===== config.mk =====
export PLATFORM = sky130hd
export DESIGN_NAME = ltmc_core
export DESIGN_NICKNAME = d
export VERILOG_FILES = /design/src/pkg/ltmc_pkg.sv /design/src/hw/ltmc_core.sv
export VERILOG_INCLUDE_DIRS = /design/src /design/src/pkg
export SDC_FILE = /design/constraint.sdc
export NUM_CORES = 1
export LEC_CHECK = 0
export ABC_AREA = 1
export BUFFER_PORTS_ARGS = -buffer_cell sky130_fd_sc_hd__buf_2
export CAP_MARGIN = 20
export CORE_UTILIZATION = 47
export CTS_CLUSTER_DIAMETER = 50
export DETAILED_ROUTE_END_ITERATION = 16
export SYNTH_ARGS = -nofsm -noshare
export SYNTH_HDL_FRONTEND = slang
export SYNTH_SLANG_ARGS = --single-unit

===== constraint.sdc =====
create_clock -name core_clk -period 3.32 [get_ports core_clk]
set_input_delay 0.332 -clock core_clk [delete_from_list [all_inputs] [get_ports core_clk]]
set_output_delay 0.332 -clock core_clk [all_outputs]
set_load 0.05 [all_outputs]

===== src/pkg/ltmc_regs.svh =====
// Purpose: Timing constants of the LIN mode control block
// Assumes: core clock of 20 MHz
// Notes:   Least times round up to whole cycles
`ifndef LTMC_REGS_SVH
`define LTMC_REGS_SVH

`define LTC_CLK_MHZ   20
`define LTC_DEB_NS    500
`define LTC_DEB_CYC   ((`LTC_DEB_NS * `LTC_CLK_MHZ + 999) / 1000)
`define LTC_REM_US    30
`define LTC_REM_CYC   (`LTC_REM_US * `LTC_CLK_MHZ)
`define LTC_LOC_US    10
`define LTC_LOC_CYC   (`LTC_LOC_US * `LTC_CLK_MHZ)
`define LTC_SLEEP_MS  350
`define LTC_SLEEP_CYC (`LTC_SLEEP_MS * `LTC_CLK_MHZ * 1000)
`define LTC_TXTO_MS   27
`define LTC_TXTO_CYC  (`LTC_TXTO_MS * `LTC_CLK_MHZ * 1000)
`define LTC_CNT_W     23
`define LTC_WK_W      10
`define LTC_DEB_W     4
`define LTC_FLT_RST   2'h2

`endif


===== src/pkg/ltmc_pkg.sv =====
// Purpose: Types of the LIN mode control block
// Assumes: nothing
// Notes:   Mode states carry no fixed codes
package ltmc_pkg;
   typedef enum logic [1:0] {
      mode_standby,
      mode_normal,
      mode_sleep
   } ltmc_mode_type;
endpackage : ltmc_pkg


===== src/hw/ltmc_core.sv =====
// Purpose: Mode sequencing, filters and time-outs of a LIN transceiver
// Assumes: all pin inputs synchronous to core_clk; bus_rx high is recessive
// Notes:   Open-drain and floating pins use value plus active-low enable
`timescale 1ns/100ps
`include "ltmc_regs.svh"

module ltmc_core #(
   parameter int unsigned SLEEP_CYC = `LTC_SLEEP_CYC,
   parameter int unsigned TXTO_CYC  = `LTC_TXTO_CYC
) (
   input  wire logic core_clk,
   input  wire logic rst_b,
   input  wire logic mode_en,
   input  wire logic txd_in,
   input  wire logic wake_in,
   input  wire logic bus_rx,
   input  wire logic therm_ovl,
   output logic      rxd_o,
   output logic      rxd_oe_b,
   output logic      txd_flag_o,
   output logic      txd_flag_oe_b,
   output logic      regulator_inhibit_output,
   output logic      regulator_inhibit_oe_b,
   output logic      bus_tx_dom,
   output logic      slave_term_en
);

   localparam logic [`LTC_CNT_W-1:0] SLEEP_LIM = `LTC_CNT_W'(SLEEP_CYC);
   localparam logic [`LTC_CNT_W-1:0] TXTO_LIM  = `LTC_CNT_W'(TXTO_CYC);
   localparam logic [`LTC_WK_W-1:0]  REM_LIM   = `LTC_WK_W'(`LTC_REM_CYC);
   localparam logic [`LTC_WK_W-1:0]  LOC_LIM   = `LTC_WK_W'(`LTC_LOC_CYC);
   localparam logic [`LTC_DEB_W-1:0] DEB_LIM   = `LTC_DEB_W'(`LTC_DEB_CYC);
   localparam logic [1:0]            FLT_RST   = `LTC_FLT_RST;

   ltmc_pkg::ltmc_mode_type mode_q;
   ltmc_pkg::ltmc_mode_type mode_d;
   logic                  en_prev_q;
   logic                  txd_prev_q;
   logic [`LTC_CNT_W-1:0] sleep_cnt_q;
   logic [`LTC_CNT_W-1:0] to_cnt_q;
   logic [`LTC_WK_W-1:0]  rem_cnt_q;
   logic [`LTC_WK_W-1:0]  loc_cnt_q;
   logic                  rem_seen_q;
   logic                  loc_seen_q;
   logic                  rem_arm_q;
   logic                  wake_req_q;
   logic                  wake_loc_q;
   logic                  tx_en_q;
   logic                  therm_lock_q;
   logic [1:0]            raw;
   logic [1:0]            flt;
   wire                   en_flt;
   wire                   rx_flt;
   wire                   in_sby;
   wire                   in_nrm;
   wire                   in_slp;
   wire                   en_rise;
   wire                   txd_fall;
   wire                   sleep_hit;
   wire                   rem_full;
   wire                   rem_hit;
   wire                   loc_hit;
   wire                   wake_set;
   wire                   to_hit;
   wire                   nrm_next;

   // Debounce of mode input and bus level, one filter per bit
   assign raw = {bus_rx, mode_en};
   for (genvar i = 0; i < 2; i++) begin : g_deb
      logic [`LTC_DEB_W-1:0] cnt_q;
      logic                  q;
      always_ff @(posedge core_clk or negedge rst_b) begin
         if (!rst_b) begin
            cnt_q <= '0;
            q     <= FLT_RST[i];
         end else if (raw[i] == q) begin
            cnt_q <= '0;
         end else if (cnt_q == DEB_LIM - `LTC_DEB_W'(1)) begin
            cnt_q <= '0;
            q     <= raw[i];
         end else begin
            cnt_q <= cnt_q + `LTC_DEB_W'(1);
         end
      end
      assign flt[i] = q;
   end

   // Decoded state and events
   assign en_flt    = flt[0];
   assign rx_flt    = flt[1];
   assign in_sby    = (mode_q == ltmc_pkg::mode_standby);
   assign in_nrm    = (mode_q == ltmc_pkg::mode_normal);
   assign in_slp    = (mode_q == ltmc_pkg::mode_sleep);
   assign en_rise   = mode_en & ~en_prev_q;
   assign txd_fall  = ~txd_in & txd_prev_q;
   assign sleep_hit = in_sby & (sleep_cnt_q == SLEEP_LIM - `LTC_CNT_W'(1));
   assign rem_full  = rem_seen_q & ~bus_rx & (rem_cnt_q == REM_LIM - `LTC_WK_W'(1));
   assign rem_hit   = in_slp & rem_arm_q & bus_rx;
   assign loc_hit   = in_slp & loc_seen_q & ~wake_in
                    & (loc_cnt_q == LOC_LIM - `LTC_WK_W'(1));
   assign wake_set  = (rem_hit | loc_hit) & ~en_flt;
   assign to_hit    = tx_en_q & ~txd_in & (to_cnt_q == TXTO_LIM - `LTC_CNT_W'(1));
   assign nrm_next  = (mode_d == ltmc_pkg::mode_normal);

   // Mode sequencing
   always_comb begin
      mode_d = mode_q;
      case (mode_q)
         ltmc_pkg::mode_standby: begin
            if (en_flt) begin
               mode_d = ltmc_pkg::mode_normal;
            end else if (sleep_hit) begin
               mode_d = ltmc_pkg::mode_sleep;
            end
         end
         ltmc_pkg::mode_normal: begin
            if (!en_flt) begin
               mode_d = ltmc_pkg::mode_sleep;
            end
         end
         ltmc_pkg::mode_sleep: begin
            if (en_flt) begin
               mode_d = ltmc_pkg::mode_normal;
            end else if (rem_hit || loc_hit) begin
               mode_d = ltmc_pkg::mode_standby;
            end
         end
         default: begin
            mode_d = ltmc_pkg::mode_standby;
         end
      endcase
   end

   always_ff @(posedge core_clk or negedge rst_b) begin
      if (!rst_b) begin
         mode_q     <= ltmc_pkg::mode_standby;
         en_prev_q  <= 1'b0;
         txd_prev_q <= 1'b0;
      end else begin
         mode_q     <= mode_d;
         en_prev_q  <= mode_en;
         txd_prev_q <= txd_in;
      end
   end

   // Standby-to-sleep timer, restarts on every standby entry
   always_ff @(posedge core_clk or negedge rst_b) begin
      if (!rst_b) begin
         sleep_cnt_q <= '0;
      end else if (!in_sby || mode_d != ltmc_pkg::mode_standby) begin
         sleep_cnt_q <= '0;
      end else begin
         sleep_cnt_q <= sleep_cnt_q + `LTC_CNT_W'(1);
      end
   end

   // Remote wake filter: recessive seen, dominant held, then recessive
   always_ff @(posedge core_clk or negedge rst_b) begin
      if (!rst_b) begin
         rem_seen_q <= 1'b0;
         rem_cnt_q  <= '0;
         rem_arm_q  <= 1'b0;
      end else if (!in_slp) begin
         rem_seen_q <= 1'b0;
         rem_cnt_q  <= '0;
         rem_arm_q  <= 1'b0;
      end else begin
         rem_seen_q <= rem_seen_q | bus_rx;
         rem_arm_q  <= rem_arm_q | rem_full;
         rem_cnt_q  <= (bus_rx || !rem_seen_q || rem_full) ? '0
                     : rem_cnt_q + `LTC_WK_W'(1);
      end
   end

   // Local wake filter: falling wake pin held low
   always_ff @(posedge core_clk or negedge rst_b) begin
      if (!rst_b) begin
         loc_seen_q <= 1'b0;
         loc_cnt_q  <= '0;
      end else if (!in_slp) begin
         loc_seen_q <= 1'b0;
         loc_cnt_q  <= '0;
      end else begin
         loc_seen_q <= loc_seen_q | wake_in;
         loc_cnt_q  <= (wake_in || !loc_seen_q || loc_hit) ? '0
                     : loc_cnt_q + `LTC_WK_W'(1);
      end
   end

   // Wake request and source flags, set wins over clear
   always_ff @(posedge core_clk or negedge rst_b) begin
      if (!rst_b) begin
         wake_req_q <= 1'b0;
         wake_loc_q <= 1'b0;
      end else begin
         wake_req_q <= wake_set | (wake_req_q & ~en_rise & ~in_nrm);
         wake_loc_q <= (wake_set & loc_hit)
                     | (wake_loc_q & ~en_rise & ~in_nrm);
      end
   end

   // Transmit path enable and dominant time-out
   always_ff @(posedge core_clk or negedge rst_b) begin
      if (!rst_b) begin
         tx_en_q  <= 1'b0;
         to_cnt_q <= '0;
      end else begin
         tx_en_q  <= in_nrm & nrm_next & (tx_en_q ? ~to_hit : txd_in);
         if (!tx_en_q || txd_in) begin
            to_cnt_q <= '0;
         end else if (txd_fall) begin
            to_cnt_q <= `LTC_CNT_W'(1);
         end else if (!to_hit) begin
            to_cnt_q <= to_cnt_q + `LTC_CNT_W'(1);
         end
      end
   end

   // Thermal lock held until recovery and next dominant edge
   always_ff @(posedge core_clk or negedge rst_b) begin
      if (!rst_b) begin
         therm_lock_q <= 1'b0;
      end else begin
         therm_lock_q <= therm_ovl | (therm_lock_q & ~txd_fall);
      end
   end

   // Pin drive decode
   assign rxd_o                    = 1'b0;
   assign rxd_oe_b                 = in_nrm ? rx_flt : ~(in_sby & wake_req_q);
   assign txd_flag_o               = 1'b0;
   assign txd_flag_oe_b            = ~(in_sby & wake_loc_q);
   assign regulator_inhibit_output = 1'b1;
   assign regulator_inhibit_oe_b   = in_slp;
   assign slave_term_en            = ~in_slp;
   assign bus_tx_dom = in_nrm & tx_en_q & ~therm_lock_q & ~txd_in;

   // Checks
   inh_driven_a: assert property (@(posedge core_clk) disable iff (!rst_b)
      !in_slp |-> !regulator_inhibit_oe_b)
      else $error("inhibit not driven outside sleep");
   sleep_float_a: assert property (@(posedge core_clk) disable iff (!rst_b)
      in_slp |-> rxd_oe_b && regulator_inhibit_oe_b && txd_flag_oe_b && !slave_term_en)
      else $error("pins not released in sleep");
   sleep_timer_a: assert property (@(posedge core_clk) disable iff (!rst_b)
      (in_sby && !en_flt && sleep_cnt_q == SLEEP_LIM - `LTC_CNT_W'(1)) |=> in_slp)
      else $error("standby timer did not reach sleep");
   sby_quiet_a: assert property (@(posedge core_clk) disable iff (!rst_b)
      in_sby |-> !bus_tx_dom && (rxd_oe_b == !wake_req_q))
      else $error("standby drives bus or receive pin");
   wake_clear_a: assert property (@(posedge core_clk) disable iff (!rst_b)
      (en_rise && !wake_set) |=> !wake_req_q && !wake_loc_q)
      else $error("mode edge did not clear wake flags");
   wake_entry_a: assert property (@(posedge core_clk) disable iff (!rst_b)
      (in_slp && wake_set) |=> in_sby && !rxd_oe_b)
      else $error("wake did not enter standby low");
   rem_filter_a: assert property (@(posedge core_clk) disable iff (!rst_b)
      $rose(rem_arm_q) |-> $past(rem_cnt_q) == REM_LIM - `LTC_WK_W'(1) && $past(!bus_rx))
      else $error("remote filter armed early");
   loc_filter_a: assert property (@(posedge core_clk) disable iff (!rst_b)
      $rose(wake_loc_q) |-> $past(loc_cnt_q) == LOC_LIM - `LTC_WK_W'(1) && $past(!wake_in))
      else $error("local wake accepted early");
   tx_enable_a: assert property (@(posedge core_clk) disable iff (!rst_b)
      $rose(tx_en_q) |-> $past(txd_in) && in_nrm)
      else $error("transmit path enabled without recessive");
   tx_timeout_a: assert property (@(posedge core_clk) disable iff (!rst_b)
      to_hit |=> !tx_en_q ##1 !bus_tx_dom)
      else $error("time-out did not drop transmit path");
   rx_pass_a: assert property (@(posedge core_clk) disable iff (!rst_b)
      in_nrm |-> rxd_oe_b == rx_flt)
      else $error("receive pin not following bus");
   rx_debounce_a: assert property (@(posedge core_clk) disable iff (!rst_b)
      $changed(rx_flt) |-> $past(bus_rx, 1) == rx_flt && $past(bus_rx, 10) == rx_flt)
      else $error("receive filter changed early");
   src_flag_a: assert property (@(posedge core_clk) disable iff (!rst_b)
      (in_sby && wake_req_q) |-> txd_flag_oe_b == !wake_loc_q)
      else $error("wake source flag wrong");
   norm_sleep_a: assert property (@(posedge core_clk) disable iff (!rst_b)
      (in_nrm && !en_flt) |=> in_slp)
      else $error("normal mode ignored low mode input");
   therm_block_a: assert property (@(posedge core_clk) disable iff (!rst_b)
      therm_ovl |=> !bus_tx_dom)
      else $error("transmitter active under overload");

   // Further checks on mode filter, transmit path, slave termination and wake flags
   mode_debounce_a: assert property (@(posedge core_clk) disable iff (!rst_b)
      $changed(en_flt) |-> $past(mode_en, 1) == en_flt && $past(mode_en, 10) == en_flt)
      else $error("mode filter changed early");
   tx_normal_a: assert property (@(posedge core_clk) disable iff (!rst_b)
      !in_nrm |-> !bus_tx_dom)
      else $error("bus driven outside normal mode");
   term_on_a: assert property (@(posedge core_clk) disable iff (!rst_b)
      !in_slp |-> slave_term_en)
      else $error("slave termination off outside sleep");
   to_restart_a: assert property (@(posedge core_clk) disable iff (!rst_b)
      (tx_en_q && txd_fall) |=> to_cnt_q == `LTC_CNT_W'(1))
      else $error("time-out not restarted on falling edge");
   tx_recessive_a: assert property (@(posedge core_clk) disable iff (!rst_b)
      (!tx_en_q && !txd_in) |=> !tx_en_q)
      else $error("transmit path enabled on dominant");
   rem_no_flag_a: assert property (@(posedge core_clk) disable iff (!rst_b)
      (in_slp && rem_hit && !loc_hit && !en_flt) |=> !wake_loc_q)
      else $error("remote wake set source flag");
   wake_hold_a: assert property (@(posedge core_clk) disable iff (!rst_b)
      (in_sby && wake_req_q && !en_rise) |=> wake_req_q)
      else $error("wake request dropped in standby");

   local_wake_c: cover property (@(posedge core_clk) disable iff (!rst_b)
      in_slp && loc_hit ##1 in_sby ##[1:20] in_nrm);
   remote_wake_c: cover property (@(posedge core_clk) disable iff (!rst_b)
      in_slp && rem_hit ##1 in_sby);
   tx_timeout_c: cover property (@(posedge core_clk) disable iff (!rst_b)
      to_hit ##[1:5] tx_en_q);
   sby_sleep_c: cover property (@(posedge core_clk) disable iff (!rst_b)
      sleep_hit ##1 in_slp);
   therm_release_c: cover property (@(posedge core_clk) disable iff (!rst_b)
      therm_lock_q ##1 !therm_lock_q);

endmodule : ltmc_core


# Yosys cells after proc, flatten, opt, wreduce, memory -nomap -nowiden

Index checks and enable logic that the tools add are counted.

Flip-flop bits (word level): 87
Input bits: 7
Logic and storage cells: 122

Add/sub/neg operators: 6
Equality and inequality tests: 12
Multiplexer cells: 23
Bitwise gates (word level): 48
Reduce and logical (&&, ||, !) cells: 15

Operators with widths:

| cell                    | number |
|---|---|
| $mux W23                | 4 |
| $add A23 B1 Y23 const B | 2 |
| $mux W10                | 4 |
| $and A1 B1 Y1           | 26 |
| $eq A23 B20 Y1 const B  | 1 |
| $eq A23 B23 Y1 const B  | 1 |
| $add A10 B1 Y10 const B | 2 |
| $mux W4                 | 4 |
| $not A1 Y1              | 15 |
| $eq A10 B10 Y1 const B  | 1 |
| $eq A10 B8 Y1 const B   | 1 |
| $mux W2                 | 5 |
| $add A4 B1 Y4 const B   | 2 |
| $eq A4 B4 Y1 const B    | 2 |
| $logic_or A1 B1 Y1      | 7 |
| $or A1 B1 Y1            | 7 |
| $pmux W2 S3             | 1 |
| $mux W1                 | 5 |
| $eq A2 B1 Y1 const B    | 2 |
| $logic_not A1 Y1        | 4 |
| $reduce_and A2 Y1       | 2 |
| $ne A3 B2 Y1 const B    | 1 |
| $eq A1 B1 Y1            | 2 |
| $eq A2 B2 Y1 const B    | 1 |
| other kinds (2)         | 2 |

# Depth between registers and ports, before layout

Gate-level depths: netlist of the first run.

Depth in word-level cells: 11
Depth in mapped cells: 9

# Worst setup path before layout of the first run

OpenSTA, ideal clock, no wires.

Path type: reg-to-output
Start: reg mode_q[0]
End: out bus_tx_dom
Data arrival time: 1.794 ns
Required time: 2.988 ns
Setup slack: 1.194 ns
Cell stages (with the launch flop): 5
Path through: dfrtp_1 > inv_1 > nor2_1 > inv_1 > nor3_1

Cells in the longest elaborated chain, start to end: 4

RTL lines:

| what                        | RTL line         | source |
|---|---|---|
| start: declaration          | ltmc_core.sv:35  | `ltmc_pkg::ltmc_mode_type mode_q;` |
| start signal: assignment    | ltmc_core.sv:136 | `mode_q <= ltmc_pkg::mode_standby;` |
| start signal: assignment    | ltmc_core.sv:140 | `mode_q <= mode_d;` |
| $eq A2 B1 Y1                | ltmc_core.sv:92  | `assign in_nrm = (mode_q == ltmc_pkg::mode_normal);` |
| $and A1 B1 Y1 (3 in series) | ltmc_core.sv:236 | `assign bus_tx_dom = in_nrm & tx_en_q & ~therm_lock_q & ~txd_in;` |
| end: declaration            | ltmc_core.sv:24  | `output logic bus_tx_dom,` |

Every way passes these cells.

# Worst setup path in the final report of the first run

Same ends and word-level chain as after synthesis.

==> impl_metrics.ini, run 1 <==
[worst_setup_path]
worst_ep_arrival_time_ps = 1740
crit_slowest_cell = dfrtp_1
cp.required_ps = 2990
crit_path_max_fanout = 5
crit_chain = inv_1 > nor2_1 > inv_1 > nor3_1 > buf_2
critical_path.max_stage_delay_ps = 420
cpMostUsedCell = inv_1
crit_path_end_kind = output pin
r2r_cells = 6
start_kind = flip-flop
crit_buf_inv = 3
critical-path-top-delay-family = buffers and inverters
cp_num_cells = 5
path_class = reg2out

[synth]
netlist_area_um2 = 4830
synthMuxAreaShare_pct = 0
synth_adder_area_share_pct = 2.07
yosysWarnings = 0
postSynthAreaPerCell_um2 = 7.46
synthCells = 648
synth_top_family_by_area = simple AND/OR/NAND/NOR gates
synth_compound_area_share_pct = 4.35
synth-edff-count = 0
synth-xor-area-share_pct = 4.89
ys_ff_latch = 87
synth_cell_type_count = 38
yosys.area_share.simple_pct = 36.6
synthFlopType = dfrtp_1
yosysSeqAreaShare_pct = 45.1
async_reset_ff_share_pct = 100

[sta]
maxSlewViolCount = 0
rsz0062_at_grt = no
worst_pin_slew_ps = 598
fin_ws_ps = 1250
skew_ps = 13.2
fin_tns_setup_ps = 0
fmax_ghz = 0.483
relSlewSlack_pct = 60.0
setup_violations = 0
hold_viol = 0
period_share_pct = 62.4
fin_crit_ps = 2070

[drt]
dr_total_vias = 3963
totalWireLength_mm = 10.1
drt-initial-drc-count = 150
first_pass_iters = 5
routed_via_density = 4.91
drc_errors = 0
ant_nets = 0
wire_per_inst_um = 12.5

[floorplan]
rows = 36
design.core.area_um2 = 9860
die_area_um2 = 10700
io_pins = 15
die_x_um = 103
die_y_um = 103
initial_core_util_pct = 49.0

[cts]
cts_tree = yes
numCtsBuffers = 9
clkTransAtPathRegs_ps = 90
htreeDepth = 3
cts_resized = 0
clockBufferDepth = 2
clock_latency_ps = 360
cts.sinks = 87
cts-root-buf = clkbuf_8

[power_and_ir_drop]
vdd_drop_max_v = 0.000328
p_leak_uw = 0.00223
powerDensity_nw_per_um2 = 427

[worst_hold_path]
hold_depth = 1
hold_class = in2reg

[finish]
layout-drive-gt1-share_pct = 9.50
multiInputGateArea_um2 = 2330
layout_common_cells = 152 x nand2_1, 143 x nor2_1, 86 x dfrtp_1
fill_cells = 972
nets = 684
area_growth_pct = 9.45
final-seq-area_um2 = 2180
layout_commonest_cell = nand2_1
diodes = 0

[status]
status = finished clean

[global_routing]
grt_max_degree = 39
grt-ovfl-total = 0
grt_usage_pct = 21.6
grt_pass1_wl_mm = 17.8
grt_pass1_vias = 3866
antenna_found_initial = 0

[placement]
post-place-ws_ps = 1480
gp_congestion = 0.870
hpwl_mm = 7.61
io_buffers = 11

[run]
drv_cap = 0
-- through the flow --
step	total power [uW]	cells	cell area (um2)	hold WS (ps)	utilization [%]
floorplan	1330	649	4840	36.4	-
CTS	2290	807	5290	96.2	53.6
detailed placement	1410	790	5040	340	51.1
global route	2370	807	5290	98.0	53.6
global placement	1400	790	5040	335	51.1
finish	2260	807	5290	111	53.6
-- synthesized netlist by cell type (2+ instances only) --
cell,n,area (um2)
o21ai_0,11,55.1
inv_1,76,285
xor2_1,14,123
nor2_4,7,78.8
conb_1,2,7.51
nand3_1,50,250
ha_1,8,100
buf_4,5,37.5
nor2_1,143,537
inv_2,3,11.3
dfrtp_1,86,2150
o21a_1,2,15.0
nor3b_1,3,22.5
nand2_2,8,50.1
nor3_1,13,65.1
a21oi_1,15,75.1
nand2_1,152,571
xnor2_1,13,114
nand4_1,8,50.1
o22ai_1,2,12.5
nor2_2,9,56.3
nand3_2,2,20.0
-- flip-flops by register name (all words and copies together) (netlist names), 2 cells and up --
name         cells
mode_q           2
to_cnt_q        23
sleep_cnt_q     23
rem_cnt_q       10
loc_cnt_q       10
g_deb.cnt_q      8
-- metal layers --
| layer | vias up | share of wire [%] | GRT usage, % |
|---|---|---|---|
| met2 | 56 | 44 | 33.4 |
| met1 | 1832 | 51 | 30.7 |
| met5 | - | 0 | 0 |
| met3 | 14 | 3.3 | 2.62 |
| li1 | 2061 | - | - |
| met4 | 0 | 1.8 | 8.99 |
-- logic make-up after synthesis --
| group | count (synthesis) |
|---|---|
| buf+inv | 84 |
| compound gates | 37 |
| simple gates | 403 |
| xor+xnor | 27 |
| flops | 87 |
| fa+ha+maj | 8 |
| other cells | 2 |
-- power breakdown --
group | switching (uW) | leakage (uW) | internal (uW)
combinational | 163 | 0.000925 | 65.4
sequential | 47.5 | 0.00118 | 1110
clock | 390 | 0.000119 | 487
total | 601 | 0.00223 | 1660
-- cell type report --
type	count	area share, %
clock inverter	4	1.44
inverter	79	5.60
sequential	87	41.2
timing repair buffer	14	1.56
multi-input combinational	478	44.0
clock buffer	12	3.12
tap	133	3.14
-- repair_timing --
action	4_1_cts	5_1_grt
endpoints found under the hold margin	36	0
buffers inserted	0	0
setup endpoints to repair	0	0
hold buffers	1	0
-- final timing paths --
kind	end	slack [ps]	from
worst max-delay path	bus_tx_dom	1250	mode_q[0]$_DFF_PN0_
worst min-delay path	en_prev_q$_DFF_PN0_	110	mode_en
worst max register to register	sleep_cnt_q[9]$_DFF_PN0_	1510	sleep_cnt_q[0]$_DFF_PN0_
worst min register to register	mode_q[0]$_DFF_PN0_	480	mode_q[1]$_DFF_PN0_
max in group asynchronous	g_deb[1].q$_DFFE_PN1P_	2060	rst_b
min in group asynchronous	sleep_cnt_q[10]$_DFF_PN0_	470	rst_b
Power figures use the tool's default switching activity.
==> run 2, diff against run 1 <==
==> constraint.sdc (replaced) <==
create_clock -name core_clk -period 2 [get_ports core_clk]
set_input_delay 0.2 -clock core_clk [delete_from_list [all_inputs] [get_ports core_clk]]
set_output_delay 0.2 -clock core_clk [all_outputs]
set_load 0.05 [all_outputs]
==> impl_metrics.ini, run 2 (synthesis results as in run 1) <==
[drt]
ant_nets = 0
first_pass_iters = 5
wl_met3_um = 402
drc_errors = 0
wire_per_inst_um = 12.6
routed_via_density = 4.95
drt-initial-drc-count = 148
wl_met1_mm = 5.10
wl_met2_mm = 4.60
dr_total_vias = 4010
highest-signal-layer = met4
totalWireLength_mm = 10.2

[placement]
place_area_um2 = 5060
gp_congestion = 0.862
io_buffers = 11
hpwl_mm = 7.64

[sta]
rsz0062_at_grt = no
hold_viol = 0
skew_ps = 11.8
maxSlewViolCount = 0
relSlewSlack_pct = 59.1
fmax_ghz = 0.542
setup_violations = 0
worst_pin_slew_ps = 613
fin_tns_setup_ps = 0
period_share_pct = 92.3
fin_crit_ps = 1850

[worst_setup_path]
path_class = reg2out
r2r_cells = 8
reg2reg_slack_ps = 270
r2r-end = to_cnt_q[10]$_DFFE_PN0P_
cp.required_ps = 1800
r2r-start = to_cnt_q[0]$_DFFE_PN0P_
worst_ep_arrival_time_ps = 1650
cpMostUsedCell = inv_1
critical_path.max_stage_delay_ps = 410
crit_path_max_fanout = 5
crit_slowest_cell = dfrtp_1
critical-path-top-delay-family = buffers and inverters
crit_path_end_kind = output pin
crit_buf_inv = 3
start_kind = flip-flop
crit_chain = inv_1 > nor2_2 > inv_1 > nor3_1 > buf_2

[worst_hold_path]
hold_end = therm_lock_q$_DFF_PN0_
hold_class = in2reg
hold_start = therm_ovl
hold_depth = 2

[cts]
cts_setup_buffers = 0
clockBufferDepth = 2
cts_tree = yes
numCtsBuffers = 9
cts-root-buf = clkbuf_8
cts.sinks = 87
clkTransAtPathRegs_ps = 80
clock_latency_ps = 360
htreeDepth = 3

[global_routing]
grt_pass1_vias = 3886
grt-ovfl-total = 0
grt_max_degree = 47
grt_pass1_wl_mm = 17.9
antenna_found_initial = 0
grt_usage_pct = 21.9

[floorplan]
rows = 36
design.core.area_um2 = 9860
initial_core_util_pct = 49.0
die_y_um = 103
die_area_um2 = 10700
io_pins = 15
die_x_um = 103

[run]
drv_cap = 0

[power_and_ir_drop]
vdd_drop_max_v = 0.000549
p_leak_uw = 0.00222
powerDensity_nw_per_um2 = 676

[finish]
diodes = 0
fin_area_um2 = 5300
final_util_pct = 53.7
area_growth_pct = 9.65
layout_commonest_cell = nand2_1
nets = 687
layout_common_cells = 152 x nand2_1, 142 x nor2_1, 86 x dfrtp_1
layout-drive-gt1-share_pct = 9.45
top_regs = sleep_cnt_q (23), to_cnt_q (23)

[status]
status = finished clean
==> run 2: metal layers <==
metal,global-route usage [%],up-vias
met5,0,-
met1,30.2,1858
met4,7.04,0
li1,-,2074
met3,4.10,12
met2,35.0,66
==> run 2: cell type report <==
type	instances	area, um2
fillers	945	4560
multi-input cells	478	2340
flip-flops and latches	87	2180
inverters	79	297
well taps	133	166
clock buffers	12	145
repair buffers	17	123
clock inverters	4	55.1
==> run 2: what timing repair did <==
action / CTS / global route
endpoints found under the setup margin: 0 / 3
endpoints found under the hold margin: 45 / 0
hold buffers: 3 / 0
resized for setup: 0 / 2
==> run 2: worst max path at each step <==
| stage | end | from | depth (start not counted) |
|---|---|---|---|
| finish | bus_tx_dom | mode_q[0]$_DFF_PN0_ | 5 |
| detailed placement | sleep_cnt_q[8]$_DFF_PN0_ | sleep_cnt_q[0]$_DFF_PN0_ | 6 |
| floorplan | bus_tx_dom | mode_q[0]$_DFF_PN0_ | 4 |
| global placement | sleep_cnt_q[22]$_DFF_PN0_ | sleep_cnt_q[0]$_DFF_PN0_ | 6 |
| CTS | bus_tx_dom | mode_q[0]$_DFF_PN0_ | 5 |
| global route | bus_tx_dom | mode_q[0]$_DFF_PN0_ | 5 |
==> run 2: worst register-to-register path, cell delays in order (launching register included) <==
cell     delay, ps
dfrtp_1        480
ha_1           260
nand2_2         90
nor2_2         160
nand2_1        140
inv_2          150
nand2_1         90
o21ai_0        190
a21oi_1         60
==> run 2: report_power, final <==
part           internal [uW]  leakage, uW  switching, uW
Clock                    618    0.0000968            646
Sequential              1840      0.00118           76.2
Combinational            120     0.000943            284
==> run 2: per-stage QoR <==
stage	instances	power, uW	hold slack, ps	worst slack, ps
after floorplan	649	2200	-95.6	5.76
after global placement	791	2340	255	238
after detailed placement	791	2350	257	128
after CTS	810	3620	2.79	39.9
after global routing	810	3760	18.7	28.5
final	810	3580	19.0	154
==> run 3, diff against run 2 <==
--- a/config.mk
+++ b/config.mk
@@ -12,6 +12,7 @@
 export CORE_UTILIZATION = 47
 export CTS_CLUSTER_DIAMETER = 50
 export DETAILED_ROUTE_END_ITERATION = 16
+export REMOVE_ABC_BUFFERS = 1
 export SYNTH_ARGS = -nofsm -noshare
 export SYNTH_HDL_FRONTEND = slang
 export SYNTH_SLANG_ARGS = --single-unit
==> impl_metrics.ini, run 3 (synthesis results as in run 1) <==
[status]
status = finished clean

[sta]
period_share_pct = 90.0
hold_viol = 0
relSlewSlack_pct = 59.5
skew_ps = 13.8
fin_tns_setup_ps = 0
rsz0062_at_grt = no
fin_crit_ps = 1800
setup_violations = 0
maxSlewViolCount = 0
worst_pin_slew_ps = 606
fmax_ghz = 0.556

[finish]
layout_commonest_cell = nand2_1
area_growth_pct = 9.73
diodes = 0
layout_common_cells = 152 x nand2_1, 142 x nor2_1, 86 x dfrtp_1
fin_area_um2 = 5310
fill_cells = 931
layout-drive-gt1-share_pct = 9.44
top_regs = sleep_cnt_q (23), to_cnt_q (23)
nets = 688

[floorplan]
die_y_um = 103
die_x_um = 103
die_area_um2 = 10700
io_pins = 15
design.core.area_um2 = 9860
initial_core_util_pct = 49.0
rows = 36

[drt]
ant_nets = 0
drt-initial-drc-count = 124
first_pass_iters = 4
drc_errors = 0
totalWireLength_mm = 10.2
dr_total_vias = 3976
routed_via_density = 4.90
wire_per_inst_um = 12.6

[power_and_ir_drop]
powerDensity_nw_per_um2 = 674
pwr-share-comb_pct = 11.2
clkPwrFrac_pct = 35.1
pwr-share-seq_pct = 53.7
p_leak_uw = 0.00223
p_switching_uw = 1020
vdd_drop_max_v = 0.000617
p_sw_share_pct = 28.5
p_int_uw = 2560

[worst_setup_path]
crit_path_max_fanout = 9
crit_chain = dlygate4sd3_1 > buf_2 > inv_1 > nand2_2 > nor3_1 > buf_4
crit_slowest_cell = dlygate4sd3_1
worst_ep_arrival_time_ps = 1600
critical-path-top-delay-family = buffers and inverters
critical_path.max_stage_delay_ps = 530
crit_path_end_kind = output pin
cp.required_ps = 1800
start_kind = primary input
path_class = in2out
crit_buf_inv = 4

[global_routing]
grt_pass1_vias = 3733
grt-ovfl-total = 0
grt_pass1_wl_mm = 17.6
antenna_found_initial = 0
grt_usage_pct = 22.1
grt_max_degree = 44

[placement]
place_area_um2 = 5060
hpwl_mm = 7.65
io_buffers = 11
gp_congestion = 0.848

[cts]
clock_latency_ps = 370
clkTransAtPathRegs_ps = 80
htreeDepth = 3
cts_setup_buffers = 0
cts_tree = yes
cts-root-buf = clkbuf_8
clockBufferDepth = 2
cts.sinks = 87
numCtsBuffers = 9

[run]
drv_cap = 0

[worst_hold_path]
hold_class = in2reg
-- run 3: changes by cell type in the layout (fill, tap and decap cells not counted), sizes merged --
cell         before  now
clkbuf           12   11
clkinv            2    0
dlygate4sd3       3    4
inv              79   82
-- run 3: stage by stage --
stage	instances	power (uW)	setup WS [ps]	hold WS, ps	util, %
floorplan	644	2200	5.76	-95.6	-
global placement	791	2330	271	152	51.3
detailed placement	791	2350	175	166	51.3
CTS	811	3640	8.15	52.3	53.7
global route	811	3780	26.1	89.2	53.8
finish	811	3580	201	70.0	53.8
-- run 3: final timing paths --
check | to | depth (start not counted) | slack [ps] | from
setup / recovery | bus_tx_dom | 6 | 200 | txd_in
hold / removal | loc_seen_q$_DFF_PN0_ | 3 | 70 | wake_in
setup reg to reg | sleep_cnt_q[15]$_DFF_PN0_ | 6 | 200 | sleep_cnt_q[0]$_DFF_PN0_
hold reg to reg | therm_lock_q$_DFF_PN0_ | 1 | 490 | therm_lock_q$_DFF_PN0_
max in group asynchronous | loc_seen_q$_DFF_PN0_ | 3 | 1130 | rst_b
min in group asynchronous | sleep_cnt_q[7]$_DFF_PN0_ | 2 | 290 | rst_b
-- run 3: timing repair --
| action | 4_1_cts | 5_1_grt |
|---|---|---|
| gates resized for setup | 0 | 4 |
| hold buffers | 4 | 0 |
| hold endpoints to repair | 30 | 0 |
| endpoints found under the setup margin | 0 | 2 |
-- run 3: cell type report --
| class | instances | area [um2] | share of cell area (%) |
|---|---|---|---|
| multi-input cells | 478 | 2330 | 44.0 |
| repair buffers | 18 | 135 | 2.55 |
| well taps | 133 | 166 | 3.14 |
| inverters | 79 | 297 | 5.59 |
| flip-flops and latches | 87 | 2180 | 41.1 |
| clock inverters | 5 | 63.8 | 1.20 |
| clock buffers | 11 | 131 | 2.48 |
-- run 3: routing by layer --
metal  global-route usage (%)  up-vias  wire [um]
li1                         -     2076          -
met1                     30.2     1822       5080
met2                     34.4       63       4560
met3                     6.25       15        420
met4                     6.39        0        151
met5                        0        -          0
-- run 3: worst min-delay path: stages --
cell    delay [ps]
buf_2           90
nor2_1          30
nor2_1          80
-- run 3: power by group through the flow --
| stage | clock network, uW | logic, uW | registers [uW] |
|---|---|---|---|
| after floorplan | 0 | 263 | 1940 |
| after global placement | 0 | 382 | 1950 |
| after detailed placement | 0 | 395 | 1950 |
| after CTS | 1320 | 402 | 1920 |
| after global routing | 1380 | 471 | 1930 |
| final | 1250 | 401 | 1920 |
